<file path="src/common/smisel_pkg.sv">
// Purpose: shared constants for the stop method and input assignment block
// Assumes: 250 MHz clock, register port with one-cycle read latency
// Notes: settings are 16-bit codes; times in whole seconds
//
// Overview of operation
// - 9999 or 8888: ramp down when start drops
// - 0 to 100: shut off after delay, coast
// - 1000 to 1100: shut off after setting minus 1000
// - start pair meaning follows stop method setting
// - output-active falls when coasting shutoff happens
// - restart during coast begins at starting frequency
// - special stops and jog ignore stop method
// - five terminal settings with documented defaults
// - only listed codes accepted; 60/61 per terminal
// - settings writable only when extended display zero
package smisel_pkg;

    // register indices, byte address is four times the index
    localparam logic [3:0] SMISEL_IDX_IN1 = 4'h0;
    localparam logic [3:0] SMISEL_IDX_IN2 = 4'h1;
    localparam logic [3:0] SMISEL_IDX_IN3 = 4'h2;
    localparam logic [3:0] SMISEL_IDX_IN4 = 4'h3;
    localparam logic [3:0] SMISEL_IDX_IN5 = 4'h4;
    localparam logic [3:0] SMISEL_IDX_STOP = 4'h5;
    localparam logic [3:0] SMISEL_IDX_EXTDISP = 4'h6;
    localparam logic [3:0] SMISEL_IDX_STATUS = 4'h7;
    localparam int SMISEL_ADDR_W = 6;

    // reset values
    localparam logic [15:0] SMISEL_RST_IN1 = 16'h003C;
    localparam logic [15:0] SMISEL_RST_IN2 = 16'h003D;
    localparam logic [15:0] SMISEL_RST_IN3 = 16'h0000;
    localparam logic [15:0] SMISEL_RST_IN4 = 16'h0001;
    localparam logic [15:0] SMISEL_RST_IN5 = 16'h0002;
    localparam logic [15:0] SMISEL_RST_STOP = 16'h270F;
    localparam logic [15:0] SMISEL_RST_EXTDISP = 16'h0000;

    // function codes acted on here
    localparam logic [15:0] SMISEL_FN_LOW = 16'h0000;
    localparam logic [15:0] SMISEL_FN_MID = 16'h0001;
    localparam logic [15:0] SMISEL_FN_HIGH = 16'h0002;
    localparam logic [15:0] SMISEL_FN_FWD = 16'h003C;
    localparam logic [15:0] SMISEL_FN_REV = 16'h003D;
    localparam logic [15:0] SMISEL_FN_NONE = 16'h270F;

    // stop method codes and ranges
    localparam logic [15:0] SMISEL_STOP_RAMP_FR = 16'h270F;
    localparam logic [15:0] SMISEL_STOP_RAMP_SD = 16'h22B8;
    localparam logic [15:0] SMISEL_STOP_DLY_MAX = 16'h0064;
    localparam logic [15:0] SMISEL_STOP_OFS_MIN = 16'h03E8;
    localparam logic [15:0] SMISEL_STOP_OFS_MAX = 16'h044C;

    // timing: delays count whole seconds
    localparam int unsigned SMISEL_CLK_MHZ = 250;
    localparam int unsigned SMISEL_TICK_S = 1;
    localparam int unsigned SMISEL_SEC_CYCLES = SMISEL_CLK_MHZ * 1000000 * SMISEL_TICK_S;

    // controller states
    typedef enum logic [4:0] {
        SMISEL_ST_IDLE  = 5'h01,
        SMISEL_ST_RUN   = 5'h02,
        SMISEL_ST_WAIT  = 5'h04,
        SMISEL_ST_RAMP  = 5'h08,
        SMISEL_ST_COAST = 5'h10
    } smisel_state_t;

endpackage

</file>
<file path="src/logic/smisel_coast_timer.sv">
// Purpose: counts whole seconds from start release to output shutoff
// Assumes: clear has priority over counting
// Notes: the second divider restarts on clear so every delay is exact
`timescale 1ns/1ps
module smisel_coast_timer
    import smisel_pkg::*;
#(
    parameter int unsigned SEC_CYCLES = SMISEL_SEC_CYCLES
)
(
    // clock and reset
    input wire logic clock,
    input wire logic rst_n,
    // control
    input wire logic clear,
    input wire logic count_en,
    input wire logic [6:0] delay_s,
    // result
    output logic expired_r
);

    logic [27:0] div_r;
    logic [6:0] secs_r;

    // one-second enable divider, zeroed by clear
    always_ff @(posedge clock) begin
        if (!rst_n || clear) begin
            div_r <= 28'h0000000;
        end else if (count_en) begin
            div_r <= (div_r == 28'(SEC_CYCLES - 1)) ? 28'h0000000 : div_r + 28'h0000001;
        end
    end

    // elapsed seconds, clear restarts from zero
    always_ff @(posedge clock) begin
        if (!rst_n || clear) begin
            secs_r <= 7'h00;
        end else if (count_en && div_r == 28'(SEC_CYCLES - 1) && secs_r != 7'h7F) begin
            secs_r <= secs_r + 7'h01;
        end
    end

    // expiry flag
    always_ff @(posedge clock) begin
        if (!rst_n || clear) begin
            expired_r <= 1'b0;
        end else if (count_en && secs_r >= delay_s) begin
            expired_r <= 1'b1;
        end
    end

endmodule

</file>
<file path="src/logic/smisel_code_check.sv">
// Purpose: decides whether a value may be stored in a setting register
// Assumes: purely combinational, same clock domain as the caller
// Notes: index selects which register the value is meant for
`timescale 1ns/1ps
module smisel_code_check
    import smisel_pkg::*;
(
    // request
    input wire logic [3:0] idx,
    input wire logic [15:0] value,
    // verdict
    output logic ok
);

    // terminal code table; 60 and 61 belong to one terminal each
    function automatic logic term_ok(input logic [3:0] i, input logic [15:0] v);
        logic r;
        r = (v <= 16'h0005) || (v == 16'h0007) || (v == 16'h0008) ||
            (v == 16'h000A) || (v == 16'h000C) || (v == 16'h000E) ||
            (v == 16'h0010) || (v == 16'h0012) || (v == 16'h0018) ||
            (v == 16'h0019) || (v == 16'h0025) || (v == 16'h003E) ||
            (v >= 16'h0041 && v <= 16'h0043) || (v == SMISEL_FN_NONE);
        if (v == SMISEL_FN_FWD) begin
            r = (i == SMISEL_IDX_IN1);
        end
        if (v == SMISEL_FN_REV) begin
            r = (i == SMISEL_IDX_IN2);
        end
        return r;
    endfunction

    // stop method accepts delay ranges and the two ramp codes
    always_comb begin
        ok = 1'b1;
        if (idx == SMISEL_IDX_STOP) begin
            ok = (value <= SMISEL_STOP_DLY_MAX) ||
                 (value >= SMISEL_STOP_OFS_MIN && value <= SMISEL_STOP_OFS_MAX) ||
                 (value == SMISEL_STOP_RAMP_FR) || (value == SMISEL_STOP_RAMP_SD);
        end else if (idx <= SMISEL_IDX_IN5) begin
            ok = term_ok(idx, value);
        end
    end

endmodule

</file>
<file path="src/logic/smisel_top.sv">
// Purpose: stop method selection, start input meaning and terminal functions
// Assumes: terminals are asynchronous pins; stop requests come from same-clock logic
// Notes: registers sit on a plain strobe port, read data one cycle after the strobe
`timescale 1ns/1ps
module smisel_top
    import smisel_pkg::*;
#(
    parameter int unsigned SEC_CYCLES = SMISEL_SEC_CYCLES
)
(
    // clock and reset
    input wire logic clock,
    input wire logic rst_n,
    // register port
    input wire logic [SMISEL_ADDR_W-1:0] reg_addr,
    input wire logic [31:0] reg_wdata,
    input wire logic reg_wr,
    input wire logic reg_rd,
    output logic [31:0] reg_rdata_r,
    // input terminal pins
    input wire logic term1_pin,
    input wire logic term2_pin,
    input wire logic term3_pin,
    input wire logic term4_pin,
    input wire logic term5_pin,
    // stop overrides and ramp done from the rest of the drive
    input wire logic power_fail_stop,
    input wire logic panel_unit_stop,
    input wire logic comm_err_stop,
    input wire logic jog_mode,
    input wire logic ramp_done,
    // drive commands
    output logic output_active_r,
    output logic output_shutoff_r,
    output logic decel_req_r,
    output logic reverse_dir_r,
    output logic start_freq_restart_r,
    output logic low_speed_select_r,
    output logic middle_speed_select_r,
    output logic high_speed_select_r
);

    logic [15:0] in_fn_r [5];
    logic [15:0] stop_sel_r;
    logic [15:0] ext_disp_r;
    logic [4:0] pin_meta_r;
    logic [4:0] pin_sync_r;
    logic [3:0] wr_idx;
    logic wr_hit;
    logic wr_ok;
    logic code_ok;
    logic [3:0] rd_idx;
    logic rd_hit;
    logic [31:0] rd_nxt;
    logic fwd_in;
    logic rev_in;
    logic low_in;
    logic mid_in;
    logic high_in;
    logic mode_ramp;
    logic mode_sd;
    logic [6:0] coast_s;
    logic override;
    logic start_cmd;
    logic dir_cmd;
    logic timer_clear;
    logic timer_en;
    logic timer_expired;
    smisel_state_t state_r;
    smisel_state_t state_nxt;

    // word address decode: byte address is four times the index
    function automatic logic [3:0] word_idx(input logic [SMISEL_ADDR_W-1:0] a);
        return a[SMISEL_ADDR_W-1:2];
    endfunction

    function automatic logic addr_hit(input logic [SMISEL_ADDR_W-1:0] a);
        return (a[1:0] == 2'h0) && (a[SMISEL_ADDR_W-1:2] <= SMISEL_IDX_STATUS);
    endfunction

    // true when any terminal holding the given code is active
    function automatic logic fn_active(input logic [15:0] code,
                                       input logic [15:0] f0, input logic [15:0] f1,
                                       input logic [15:0] f2, input logic [15:0] f3,
                                       input logic [15:0] f4, input logic [4:0] p);
        return (p[0] && f0 == code) || (p[1] && f1 == code) || (p[2] && f2 == code) ||
               (p[3] && f3 == code) || (p[4] && f4 == code);
    endfunction

    assign wr_idx = word_idx(reg_addr);
    assign wr_hit = reg_wr && addr_hit(reg_addr);
    assign rd_idx = word_idx(reg_addr);
    assign rd_hit = addr_hit(reg_addr);

    // value check for setting writes
    smisel_code_check u_check (
        .idx(wr_idx),
        .value(reg_wdata[15:0]),
        .ok(code_ok)
    );

    // settings are locked unless extended display is zero; bad codes are dropped
    assign wr_ok = wr_hit && code_ok && (ext_disp_r == 16'h0000);

    // terminal function registers with their defaults
    always_ff @(posedge clock) begin
        if (!rst_n) begin
            in_fn_r[0] <= SMISEL_RST_IN1;
            in_fn_r[1] <= SMISEL_RST_IN2;
            in_fn_r[2] <= SMISEL_RST_IN3;
            in_fn_r[3] <= SMISEL_RST_IN4;
            in_fn_r[4] <= SMISEL_RST_IN5;
        end else if (wr_ok && wr_idx <= SMISEL_IDX_IN5) begin
            in_fn_r[wr_idx[2:0]] <= reg_wdata[15:0];
        end
    end

    // stop method register
    always_ff @(posedge clock) begin
        if (!rst_n) begin
            stop_sel_r <= SMISEL_RST_STOP;
        end else if (wr_ok && wr_idx == SMISEL_IDX_STOP) begin
            stop_sel_r <= reg_wdata[15:0];
        end
    end

    // extended display selection, always writable since it is the lock itself
    always_ff @(posedge clock) begin
        if (!rst_n) begin
            ext_disp_r <= SMISEL_RST_EXTDISP;
        end else if (wr_hit && wr_idx == SMISEL_IDX_EXTDISP) begin
            ext_disp_r <= reg_wdata[15:0];
        end
    end

    // read mux; unmapped and misaligned addresses read zero
    always_comb begin
        rd_nxt = 32'h00000000;
        if (rd_hit) begin
            unique case (rd_idx)
                SMISEL_IDX_IN1: rd_nxt = {16'h0000, in_fn_r[0]};
                SMISEL_IDX_IN2: rd_nxt = {16'h0000, in_fn_r[1]};
                SMISEL_IDX_IN3: rd_nxt = {16'h0000, in_fn_r[2]};
                SMISEL_IDX_IN4: rd_nxt = {16'h0000, in_fn_r[3]};
                SMISEL_IDX_IN5: rd_nxt = {16'h0000, in_fn_r[4]};
                SMISEL_IDX_STOP: rd_nxt = {16'h0000, stop_sel_r};
                SMISEL_IDX_EXTDISP: rd_nxt = {16'h0000, ext_disp_r};
                SMISEL_IDX_STATUS: rd_nxt = {19'h00000, pin_sync_r, state_r, output_active_r,
                                             output_shutoff_r, reverse_dir_r};
                default: rd_nxt = 32'h00000000;
            endcase
        end
    end

    // read data stand only in the cycle after the strobe
    always_ff @(posedge clock) begin
        if (!rst_n) begin
            reg_rdata_r <= 32'h00000000;
        end else begin
            reg_rdata_r <= reg_rd ? rd_nxt : 32'h00000000;
        end
    end

    // two-stage synchroniser for the terminal pins
    always_ff @(posedge clock) begin
        if (!rst_n) begin
            pin_meta_r <= 5'h00;
            pin_sync_r <= 5'h00;
        end else begin
            pin_meta_r <= {term5_pin, term4_pin, term3_pin, term2_pin, term1_pin};
            pin_sync_r <= pin_meta_r;
        end
    end

    // map terminals to signals through their function codes
    assign fwd_in = fn_active(SMISEL_FN_FWD, in_fn_r[0], in_fn_r[1], in_fn_r[2],
                              in_fn_r[3], in_fn_r[4], pin_sync_r);
    assign rev_in = fn_active(SMISEL_FN_REV, in_fn_r[0], in_fn_r[1], in_fn_r[2],
                              in_fn_r[3], in_fn_r[4], pin_sync_r);
    assign low_in = fn_active(SMISEL_FN_LOW, in_fn_r[0], in_fn_r[1], in_fn_r[2],
                              in_fn_r[3], in_fn_r[4], pin_sync_r);
    assign mid_in = fn_active(SMISEL_FN_MID, in_fn_r[0], in_fn_r[1], in_fn_r[2],
                              in_fn_r[3], in_fn_r[4], pin_sync_r);
    assign high_in = fn_active(SMISEL_FN_HIGH, in_fn_r[0], in_fn_r[1], in_fn_r[2],
                               in_fn_r[3], in_fn_r[4], pin_sync_r);

    // stop method decode
    assign mode_ramp = (stop_sel_r == SMISEL_STOP_RAMP_FR) ||
                       (stop_sel_r == SMISEL_STOP_RAMP_SD);
    assign mode_sd = (stop_sel_r == SMISEL_STOP_RAMP_SD) ||
                     (stop_sel_r >= SMISEL_STOP_OFS_MIN && stop_sel_r <= SMISEL_STOP_OFS_MAX);

    // coast delay in seconds: plain value or offset by 1000
    always_comb begin
        coast_s = 7'h00;
        if (stop_sel_r <= SMISEL_STOP_DLY_MAX) begin
            coast_s = stop_sel_r[6:0];
        end else if (stop_sel_r >= SMISEL_STOP_OFS_MIN && stop_sel_r <= SMISEL_STOP_OFS_MAX) begin
            coast_s = 7'(stop_sel_r - SMISEL_STOP_OFS_MIN);
        end
    end

    // start pair meaning: fwd/rev start, or start plus direction
    always_comb begin
        if (mode_sd) begin
            start_cmd = fwd_in;
            dir_cmd = rev_in;
        end else begin
            start_cmd = fwd_in ^ rev_in; // both on counts as a stop, a common safe choice
            dir_cmd = rev_in;
        end
    end

    // special stops and jog bypass the stop method and always ramp
    assign override = power_fail_stop || panel_unit_stop || comm_err_stop || jog_mode;

    // coast timer runs only while waiting, cleared on every other state
    assign timer_clear = (state_r != SMISEL_ST_WAIT) || start_cmd;
    assign timer_en = (state_r == SMISEL_ST_WAIT);

    smisel_coast_timer #(
        .SEC_CYCLES(SEC_CYCLES)
    ) u_timer (
        .clock(clock),
        .rst_n(rst_n),
        .clear(timer_clear),
        .count_en(timer_en),
        .delay_s(coast_s),
        .expired_r(timer_expired)
    );

    // stop sequence state machine
    always_comb begin
        state_nxt = state_r;
        unique case (state_r)
            SMISEL_ST_IDLE: begin
                if (start_cmd && !override) begin
                    state_nxt = SMISEL_ST_RUN;
                end
            end
            SMISEL_ST_RUN: begin
                if (override || (!start_cmd && mode_ramp)) begin
                    state_nxt = SMISEL_ST_RAMP;
                end else if (!start_cmd) begin
                    state_nxt = SMISEL_ST_WAIT;
                end
            end
            SMISEL_ST_WAIT: begin
                if (override) begin
                    state_nxt = SMISEL_ST_RAMP;
                end else if (start_cmd) begin
                    state_nxt = SMISEL_ST_RUN;
                end else if (timer_expired) begin
                    state_nxt = SMISEL_ST_COAST;
                end
            end
            SMISEL_ST_RAMP: begin
                if (start_cmd && !override) begin
                    state_nxt = SMISEL_ST_RUN;
                end else if (ramp_done) begin
                    state_nxt = SMISEL_ST_IDLE;
                end
            end
            SMISEL_ST_COAST: begin
                if (start_cmd && !override) begin
                    state_nxt = SMISEL_ST_RUN;
                end
            end
            default: state_nxt = SMISEL_ST_IDLE;
        endcase
    end

    // state register
    always_ff @(posedge clock) begin
        if (!rst_n) begin
            state_r <= SMISEL_ST_IDLE;
        end else begin
            state_r <= state_nxt;
        end
    end

    // output-active falls in the same edge the output is shut off
    always_ff @(posedge clock) begin
        if (!rst_n) begin
            output_active_r <= 1'b0;
            output_shutoff_r <= 1'b1;
        end else begin
            output_active_r <= (state_nxt == SMISEL_ST_RUN) || (state_nxt == SMISEL_ST_WAIT) ||
                               (state_nxt == SMISEL_ST_RAMP);
            output_shutoff_r <= (state_nxt == SMISEL_ST_IDLE) || (state_nxt == SMISEL_ST_COAST);
        end
    end

    // deceleration request while ramping down
    always_ff @(posedge clock) begin
        if (!rst_n) begin
            decel_req_r <= 1'b0;
        end else begin
            decel_req_r <= (state_nxt == SMISEL_ST_RAMP);
        end
    end

    // direction is latched only while a start is asserted so it holds during the stop
    always_ff @(posedge clock) begin
        if (!rst_n) begin
            reverse_dir_r <= 1'b0;
        end else if (start_cmd) begin
            reverse_dir_r <= dir_cmd;
        end
    end

    // one-cycle pulse: restart from the starting frequency setting after coasting
    always_ff @(posedge clock) begin
        if (!rst_n) begin
            start_freq_restart_r <= 1'b0;
        end else begin
            start_freq_restart_r <= (state_r == SMISEL_ST_COAST) && (state_nxt == SMISEL_ST_RUN);
        end
    end

    // speed selections follow their assigned terminals
    always_ff @(posedge clock) begin
        if (!rst_n) begin
            low_speed_select_r <= 1'b0;
            middle_speed_select_r <= 1'b0;
            high_speed_select_r <= 1'b0;
        end else begin
            low_speed_select_r <= low_in;
            middle_speed_select_r <= mid_in;
            high_speed_select_r <= high_in;
        end
    end

endmodule
</file>
<file path="config.mk">
export PLATFORM = sky130hd
export DESIGN_NAME = smisel_top
export DESIGN_NICKNAME = d
export VERILOG_FILES = /design/src/common/smisel_pkg.sv /design/src/logic/smisel_coast_timer.sv /design/src/logic/smisel_code_check.sv /design/src/logic/smisel_top.sv
export SDC_FILE = /design/constraint.sdc
export NUM_CORES = 1
export LEC_CHECK = 0
export ABC_AREA = 1
export BUFFER_PORTS_ARGS = -buffer_cell sky130_fd_sc_hd__buf_4
export CORE_MARGIN = 2
export CORE_UTILIZATION = 64
export DETAILED_ROUTE_END_ITERATION = 10
export PLACE_DENSITY_LB_ADDON = 0.25
export SLEW_MARGIN = 10
export SYNTH_ARGS = -nofsm -noshare
export SYNTH_HDL_FRONTEND = slang
export SYNTH_SLANG_ARGS = --single-unit
</file>
<file path="constraint.sdc">
create_clock -name clock -period 5.1 [get_ports clock]
set_input_delay 0.765 -clock clock [delete_from_list [all_inputs] [get_ports clock]]
set_output_delay 0.765 -clock clock [all_outputs]
set_load 0.005 [all_outputs]
</file>
==> run_results.csv, run 1 <==
group,metric,value,unit
status,outcome,"complete, no violations",
worst_setup_path,reg2reg_depth,9,
global_route,grt_pass1_wl,41.9,mm
worst_setup_path,worst-setup-path-type,"input port to flop",
cells_and_area,fill_cells,1115,
drt,route.detailed.drc,0,
worst_hold_path,hp-class,"flop to flop",
clock_tree,clk_pin_slew,70,ps
worst_setup_path,cp_max_fo,16,
drt,wl_per_cell,17.5,um
clock_tree,clock-sinks,187,
global_route,met2_usage,52.0,%
timing,fmax,319,MHz
logic_synthesis,synth-xor-area-share,1.10,%
timing,worst_clock_skew,9.40,ps
power_and_ir_drop,power_leakage,4.42,nW
timing,tightest_slew,1130,ps
cells_and_area,postLayoutCellArea,0.0108,mm2
clock_tree,clock_path_buffers,2,
logic_synthesis,ys_seq_area_share,47.5,%
logic_synthesis,ys_warn_count,0,
clock_tree,h-tree-depth,4,
clock_tree,postCtsHoldBufs,0,
power_and_ir_drop,power_density,293,mW/mm2
clock_tree,cts_buffers,17,
cells_and_area,synthToLayoutAreaGrowth,13.3,%
place,portBuffers,59,
cells_and_area,fin_nets,1360,
global_route,grt-ovfl-total,0,
floorplanning,die_h,126,um
clock_tree,cts_root_buf,"clkbuf_16",
floorplanning,io_pins,92,
clock_tree,cts-resized-gates,0,
timing,finalSetupViolations,0,
timing,timing.final.crit_share,61.5,%
logic_synthesis,yosysTopAreaCell,"edfxtp_1",
timing,min_period,3140,ps
logic_synthesis,yosys.area_share.adder,1.31,%
logic_synthesis,ys_types,47,
logic_synthesis,synthSimpleGateAreaFrac,30.0,%
global_route,use_met3,6.33,%
power_and_ir_drop,ir_drop,0.341,mV
logic_synthesis,synth_edf_count,80,
flow_run,maxCapViolations,0,
drt,drtIter0Drc,1250,
global_route,grt_usage,33.4,%
logic_synthesis,synth_top_family_by_area,"simple AND/OR/NAND/NOR gates",
global_route,grt_pass1_vias,8267,
global_route,grt_start_max_net_pins,48,
cells_and_area,diodes,0,
drt,vias,9017,
clock_tree,tritoncts,"built",
logic_synthesis,yosys-top-cells-count,"nand2_1, nor2_1, inv_1, dfxtp_1, nand3_1",
cells_and_area,final_util,74.3,%
floorplanning,fp-row-count,44,
global_route,antenna_found_initial,0,
global_route,busiest_layer,"met2",
drt,first_pass_iters,6,
floorplanning,dieArea,0.0159,mm2
logic_synthesis,syn_area_per_cell,7.86,um2
logic_synthesis,syn_area,0.00956,mm2
logic_synthesis,synth.area.top_cells,"edfxtp_1, dfxtp_1, nand2_1",
floorplanning,die_x,126,um
place,place.gp.congestion,0.950,
floorplanning,core_region_area,0.0146,mm2
worst_setup_path,setup.worst_path.end_class,"flop",
timing,relSlewSlack,24.3,%
clock_tree,post_cts.repair.setup_buffers,0,
logic_synthesis,async_reset_ff_share,0,%
place,dp_hpwl,19.2,mm
logic_synthesis,ys.flop_type,"dfxtp_1",
logic_synthesis,synthMuxAreaShare,0,%
global_route,gr-usage-met1,46.3,%
power_and_ir_drop,power.total,0.00317,W
drt,routed_via_density,6.03,
logic_synthesis,synth_compound_area_share,10.8,%
timing,report.final.hold_viol_count,0,
logic_synthesis,yosysMostFrequentCell,"nand2_1",
timing,maxSlewViolCount,0,
worst_setup_path,cp.arrival,3210,ps
clock_tree,clkLatencyLatePin,440,ps
drt,wl,26.2,mm
worst_setup_path,worst_ep_required_time,5170,ps
floorplanning,start_util,65.5,%
place,place_area,0.0102,mm2
logic_synthesis,syn_inst,1216,
drt,antenna_left,0,
logic_synthesis,synth_top_area_share,25.1,%
timing,rsz0062_at_grt,"false",
timing,setup_tns,0,ps
cells_and_area,layout-drive-gt1-share,11.1,%
worst_hold_path,whs_path_depth,2,
logic_synthesis,synth_seq_cells,187,
worst_setup_path,cp-start-kind,"input port",
## worst max-delay path: stages
cell and delay [ps]:
buf_4 140, inv_2 190, nand2_1 150, nor3_2 160
nand3_1 90, nand2_1 70, nand3b_1 130, nand2_1 60
nand4_1 210, nand2_2 110, nor2_4 280, nand2_2 250
nand2_1 610
## where the power goes
group / leakage, nW / internal (W) / switching (W)
logic: 2.44 / 0.0000484 / 0.000117
registers: 1.67 / 0.00159 / 0.0000221
clock network: 0.310 / 0.000722 / 0.000674
total: 4.42 / 0.00236 / 0.000813
## registers in the layout (all words and copies together), names as in the netlist
register / count
in_fn_r: 80
u_timer.div_r: 28
high_speed_select_r: 1
reg_rdata_r: 16
ext_disp_r: 16
output_active_r: 1
decel_req_r: 1
start_freq_restart_r: 1
u_timer.secs_r: 7
middle_speed_select_r: 1
low_speed_select_r: 1
pin_sync_r: 5
state_r: 5
pin_meta_r: 5
reverse_dir_r: 1
stop_sel_r: 16
u_timer.expired_r: 1
output_shutoff_r: 1
## kinds of logic after synthesis
logic type / Yosys count
other: 1
flip-flops: 187
XOR/XNOR: 12
adder cells (fa/ha/maj): 10
buffers and inverters: 210
AO/OA/AOI/OAI: 166
AND/OR/NAND/NOR: 630
## metal layers
metal  wire (um)  share of wire (%)  vias to the layer above
met5           0                  0                        -
met4         908                3.5                        0
li1            -                  -                     4241
met3        2810                 11                       89
met2       11700                 45                      553
met1       10700                 41                     4134
## area by class of cell
class	count	area [um2]	share of cell area [%]
multi-input cells	859	4290	39.6
clock inverters	15	208	1.92
flip-flops and latches	187	4540	41.9
inverters	163	612	5.65
clock buffers	17	425	3.93
well taps	184	230	2.12
repair buffers	70	526	4.85
## stage by stage
stage                     setup slack, ps  hold WS (ps)  std cells
after floorplan                      1530           390       1256
after global placement               1720           399       1463
after detailed placement             1630           406       1463
after CTS                            2050           427       1495
after global routing                 1770           438       1495
final                                1960           423       1495
## layout by cell type, fill, tap and decap left out, types with 4 or more instances in the layout
cell	Yosys	final
a21oi_1	53	53
inv_1	144	144
nand2_2	4	4
o21ai_0	45	43
edfxtp_1	80	80
dfxtp_1	107	107
nand3_1	82	82
nor2_2	9	9
a221oi_1	28	28
conb_1	1	41
nor2_1	192	192
clkinv_8	0	4
nand4_1	34	34
nor2_4	4	4
a31oi_1	4	4
clkbuf_16	0	17
inv_2	17	17
o21ai_1	3	5
o22ai_1	9	9
ha_1	10	10
buf_4	17	70
a41oi_1	5	5
nor3b_1	4	4
a22o_1	9	9
xor2_1	9	9
nor3_1	70	70
nor4_1	14	14
inv_8	0	7
nand2_1	203	203
## final timing paths
| path | start | slack [ps] | to |
|---|---|---|---|
| worst max-delay path | reg_wdata[5] | 1960 | in_fn_r[4][4]$_SDFFCE_PN0P_ |
| worst min register to register | pin_meta_r[4]$_SDFF_PN0_ | 420 | pin_sync_r[4]$_SDFF_PN0_ |
| worst max register to register | ext_disp_r[15]$_SDFFE_PN0P_ | 2040 | in_fn_r[4][4]$_SDFFCE_PN0P_ |
| worst min-delay path | pin_meta_r[4]$_SDFF_PN0_ | 420 | pin_sync_r[4]$_SDFF_PN0_ |
(Power assumes the default switching activity.)
==> inputs of run 2 (changes only) <==
ABC_AREA = 0   (was 1)
CORE_UTILIZATION = 59   (was 64)
clock period = 2.93 ns   (was 5.1 ns; I/O delays follow)
==> run 2 against run 1 <==
  * First-iteration DRC count decreased by 7.2%
  * Highest routed layer unchanged
  * Critical path type is now flop to flop
  * Clock skew decreased by 2.2 ps
  * Critical endpoint is now start_freq_restart_r$_SDFF_PN0_
  * Final area decreased by 4.6%
  * Largest cell class unchanged
  * Largest power group unchanged
  * Sequential share of layout area increased by 2.0 points
  * Sequential cell count unchanged
==> run_results.csv, run 2 <==
group,metric,value,unit
status,outcome,"complete, no violations",
floorplanning,core_region_area,0.0146,mm2
cells_and_area,diodes,0,
global_route,grt_usage,30.9,%
cells_and_area,top_register,"in_fn_r",
timing,worst_clock_skew,7.18,ps
worst_setup_path,cp-start-kind,"flop",
drt,routed_via_density,6.38,
cells_and_area,fin_nets,1066,
power_and_ir_drop,p_clk_share,41.3,%
clock_tree,cts_root_buf,"clkbuf_16",
drt,antenna_left,0,
worst_setup_path,cp_max_fo,5,
clock_tree,cts_buffers,17,
power_and_ir_drop,swShare,24.7,%
worst_setup_path,cp.arrival,3150,ps
floorplanning,fp-row-count,44,
timing,finalSetupViolations,0,
drt,route.detailed.drc,0,
global_route,grt_pass1_wl,38.1,mm
worst_hold_path,hp-class,"input port to flop",
power_and_ir_drop,p_seq_share,53.4,%
clock_tree,h-tree-depth,4,
logic_synthesis,yosys-top-cells-count,"nor2_1, dfxtp_1, nand2_1, edfxtp_1, clkbuf_1",
place,place_area,0.00972,mm2
global_route,met2_usage,46.8,%
floorplanning,die_h,126,um
drt,first_pass_iters,8,
place,dp_hpwl,17.6,mm
logic_synthesis,ys_types,69,
global_route,grt_start_max_net_pins,34,
logic_synthesis,yosysTopAreaCell,"edfxtp_1",
worst_setup_path,worst_ep_required_time,3270,ps
clock_tree,tritoncts,"built",
global_route,grt-ovfl-total,0,
timing,fmax,355,MHz
cells_and_area,synthToLayoutAreaGrowth,17.1,%
logic_synthesis,yosysMostFrequentCell,"nor2_1",
cells_and_area,largest_reg_flops,80,
drt,wl,24.3,mm
power_and_ir_drop,p_int,0.00401,W
power_and_ir_drop,combinationalPowerShare,5.3,%
clock_tree,clkLatencyLatePin,440,ps
logic_synthesis,syn_area,0.00883,mm2
flow_run,maxCapViolations,0,
clock_tree,clock_path_buffers,2,
cells_and_area,layout_commonest_cell,"nor2_1",
worst_setup_path,path_common_cell,"nor4_1",
floorplanning,io_pins,92,
place,portBuffers,59,
timing,report.final.hold_viol_count,0,
cells_and_area,postLayoutCellArea,0.0103,mm2
logic_synthesis,syn_inst,901,
timing,tightest_slew,835,ps
logic_synthesis,synth_top_area_share,27.2,%
power_and_ir_drop,power_density,515,mW/mm2
logic_synthesis,async_reset_ff_share,0,%
global_route,gr-usage-met1,41.9,%
drt,vias,7658,
cells_and_area,layout-drive-gt1-share,16.7,%
global_route,grt_pass1_vias,7027,
logic_synthesis,ys_warn_count,0,
logic_synthesis,ys_seq_area_share,51.5,%
drt,drtIter0Drc,1160,
worst_setup_path,worst-setup-path-type,"flop to flop",
global_route,use_met3,7.00,%
worst_setup_path,setup.worst_path.end_class,"flop",
power_and_ir_drop,power_leakage,3.81,nW
cells_and_area,largestRegisters,"in_fn_r x80, u_timer.div_r x28",
power_and_ir_drop,netSwitchingPower,0.00132,W
global_route,busiest_layer,"met2",
cells_and_area,mostFrequentLayoutCells,"nor2_1, dfxtp_1, buf_4",
drt,wl_per_cell,20.2,um
timing,maxSlewViolCount,0,
logic_synthesis,synth_edf_count,80,
floorplanning,die_x,126,um
floorplanning,dieArea,0.0160,mm2
logic_synthesis,ys.flop_type,"dfxtp_1",
floorplanning,start_util,60.5,%
power_and_ir_drop,ir_drop,0.434,mV
logic_synthesis,synth_seq_cells,187,
place,place.gp.congestion,0.994,
power_and_ir_drop,power.total,0.00533,W
logic_synthesis,synth.area.top_cells,"edfxtp_1, dfxtp_1, nor2_1",
worst_setup_path,crit_chain,"nor4_1, nand3_1, or4_1, nand4b_1, a21oi_2, or2_1, buf_4, nor4_1",
logic_synthesis,syn_area_per_cell,9.80,um2
timing,relSlewSlack,44.2,%
worst_setup_path,slowest_stage,"or4_1",
clock_tree,clock-sinks,187,
global_route,antenna_found_initial,0,
clock_tree,clk_pin_slew,70,ps
timing,min_period,2810,ps
timing,timing.final.crit_share,96.0,%
worst_setup_path,max_stage_delay,550,ps
## run 2: cell types whose count changed in the layout (fill, tap and decap cells not counted), sizes merged, moves of 21 or more
cell and delta:
inv -148, nand2 -115, nor2 -91, nand3 -45, nor3 -44, buf +37, o21ai -34, a22oi +27
a21oi -21
## run 2: power groups by stage
stage / combinational (W) / clock, W / sequential, W
after floorplan: 0.000163 / 0 / 0.00288
after global placement: 0.000267 / 0 / 0.00290
after detailed placement: 0.000270 / 0 / 0.00290
after CTS: 0.000272 / 0.00222 / 0.00284
after global routing: 0.000300 / 0.00232 / 0.00285
final: 0.000283 / 0.00220 / 0.00284
## run 2: worst paths after layout
path | start | end | slack, ps | cells past startpoint
setup / recovery | in_fn_r[0][11]$_SDFFCE_PN0P_ | start_freq_restart_r$_SDFF_PN0_ | 120 | 8
hold / removal | term1_pin | pin_meta_r[0]$_SDFF_PN0_ | 210 | 2
setup reg to reg | in_fn_r[0][11]$_SDFFCE_PN0P_ | start_freq_restart_r$_SDFF_PN0_ | 120 | 8
hold reg to reg | pin_meta_r[2]$_SDFF_PN0_ | pin_sync_r[2]$_SDFF_PN0_ | 430 | 1
## run 2: what timing repair did
action | 4_1_cts | 5_1_grt
setup buffers | 0 | 2
hold buffers | 0 | 0
pin swaps | 1 | 7
resized for setup | 1 | 13
setup endpoints to repair | 1 | 1
## run 2: final cells by class
| class | instances | area (um2) |
|---|---|---|
| flip-flops and latches | 187 | 4550 |
| fillers | 1086 | 4250 |
| multi-input cells | 678 | 4130 |
| repair buffers | 107 | 828 |
| clock buffers | 18 | 429 |
| well taps | 184 | 230 |
| clock inverters | 14 | 125 |
| inverters | 13 | 48.8 |
## run 2: cells by family (layout without fill, tap and decap cells)
group	after synthesis	count (layout)	synth area share, %
XOR/XNOR	35	35	3.47
flip-flops	187	187	51.5
AND/OR/NAND/NOR	416	416	24.4
AO/OA/AOI/OAI	159	159	13.0
buffers and inverters	76	152	4.17
adder cells (fa/ha/maj)	10	10	1.42
other	1	41	0.0425
multiplexers	17	17	1.97
## run 2: per-stage QoR
step | setup TNS, ps | worst slack [ps] | cells | hold slack (ps) | util, %
floorplan | -12070 | -377 | 941 | 412 | -
global placement | 0 | 51.3 | 1167 | 415 | 66.6
detailed placement | 0 | 11.1 | 1167 | 420 | 66.6
CTS | 0 | 9.68 | 1199 | 196 | 70.5
global route | -23.2 | -23.2 | 1201 | 198 | 70.9
finish | 0 | 117 | 1201 | 207 | 70.9
## run 2: routing by layer
| metal | wire [um] | up-vias | part of all wire, % |
|---|---|---|---|
| met1 | 9420 | 3560 | 39 |
| met3 | 2670 | 88 | 11 |
| met2 | 10900 | 515 | 45 |
| met4 | 1260 | 0 | 5.2 |
| met5 | 0 | - | 0 |
| li1 | - | 3495 | - |
## run 2: critical path: cells and delay by family, from the launching register on
family / cells / cell delay [ps]
AO/OA/AOI/OAI: 1 / 120
buffers and inverters: 1 / 180
flip-flops: 1 / 430
AND/OR/NAND/NOR: 6 / 1990
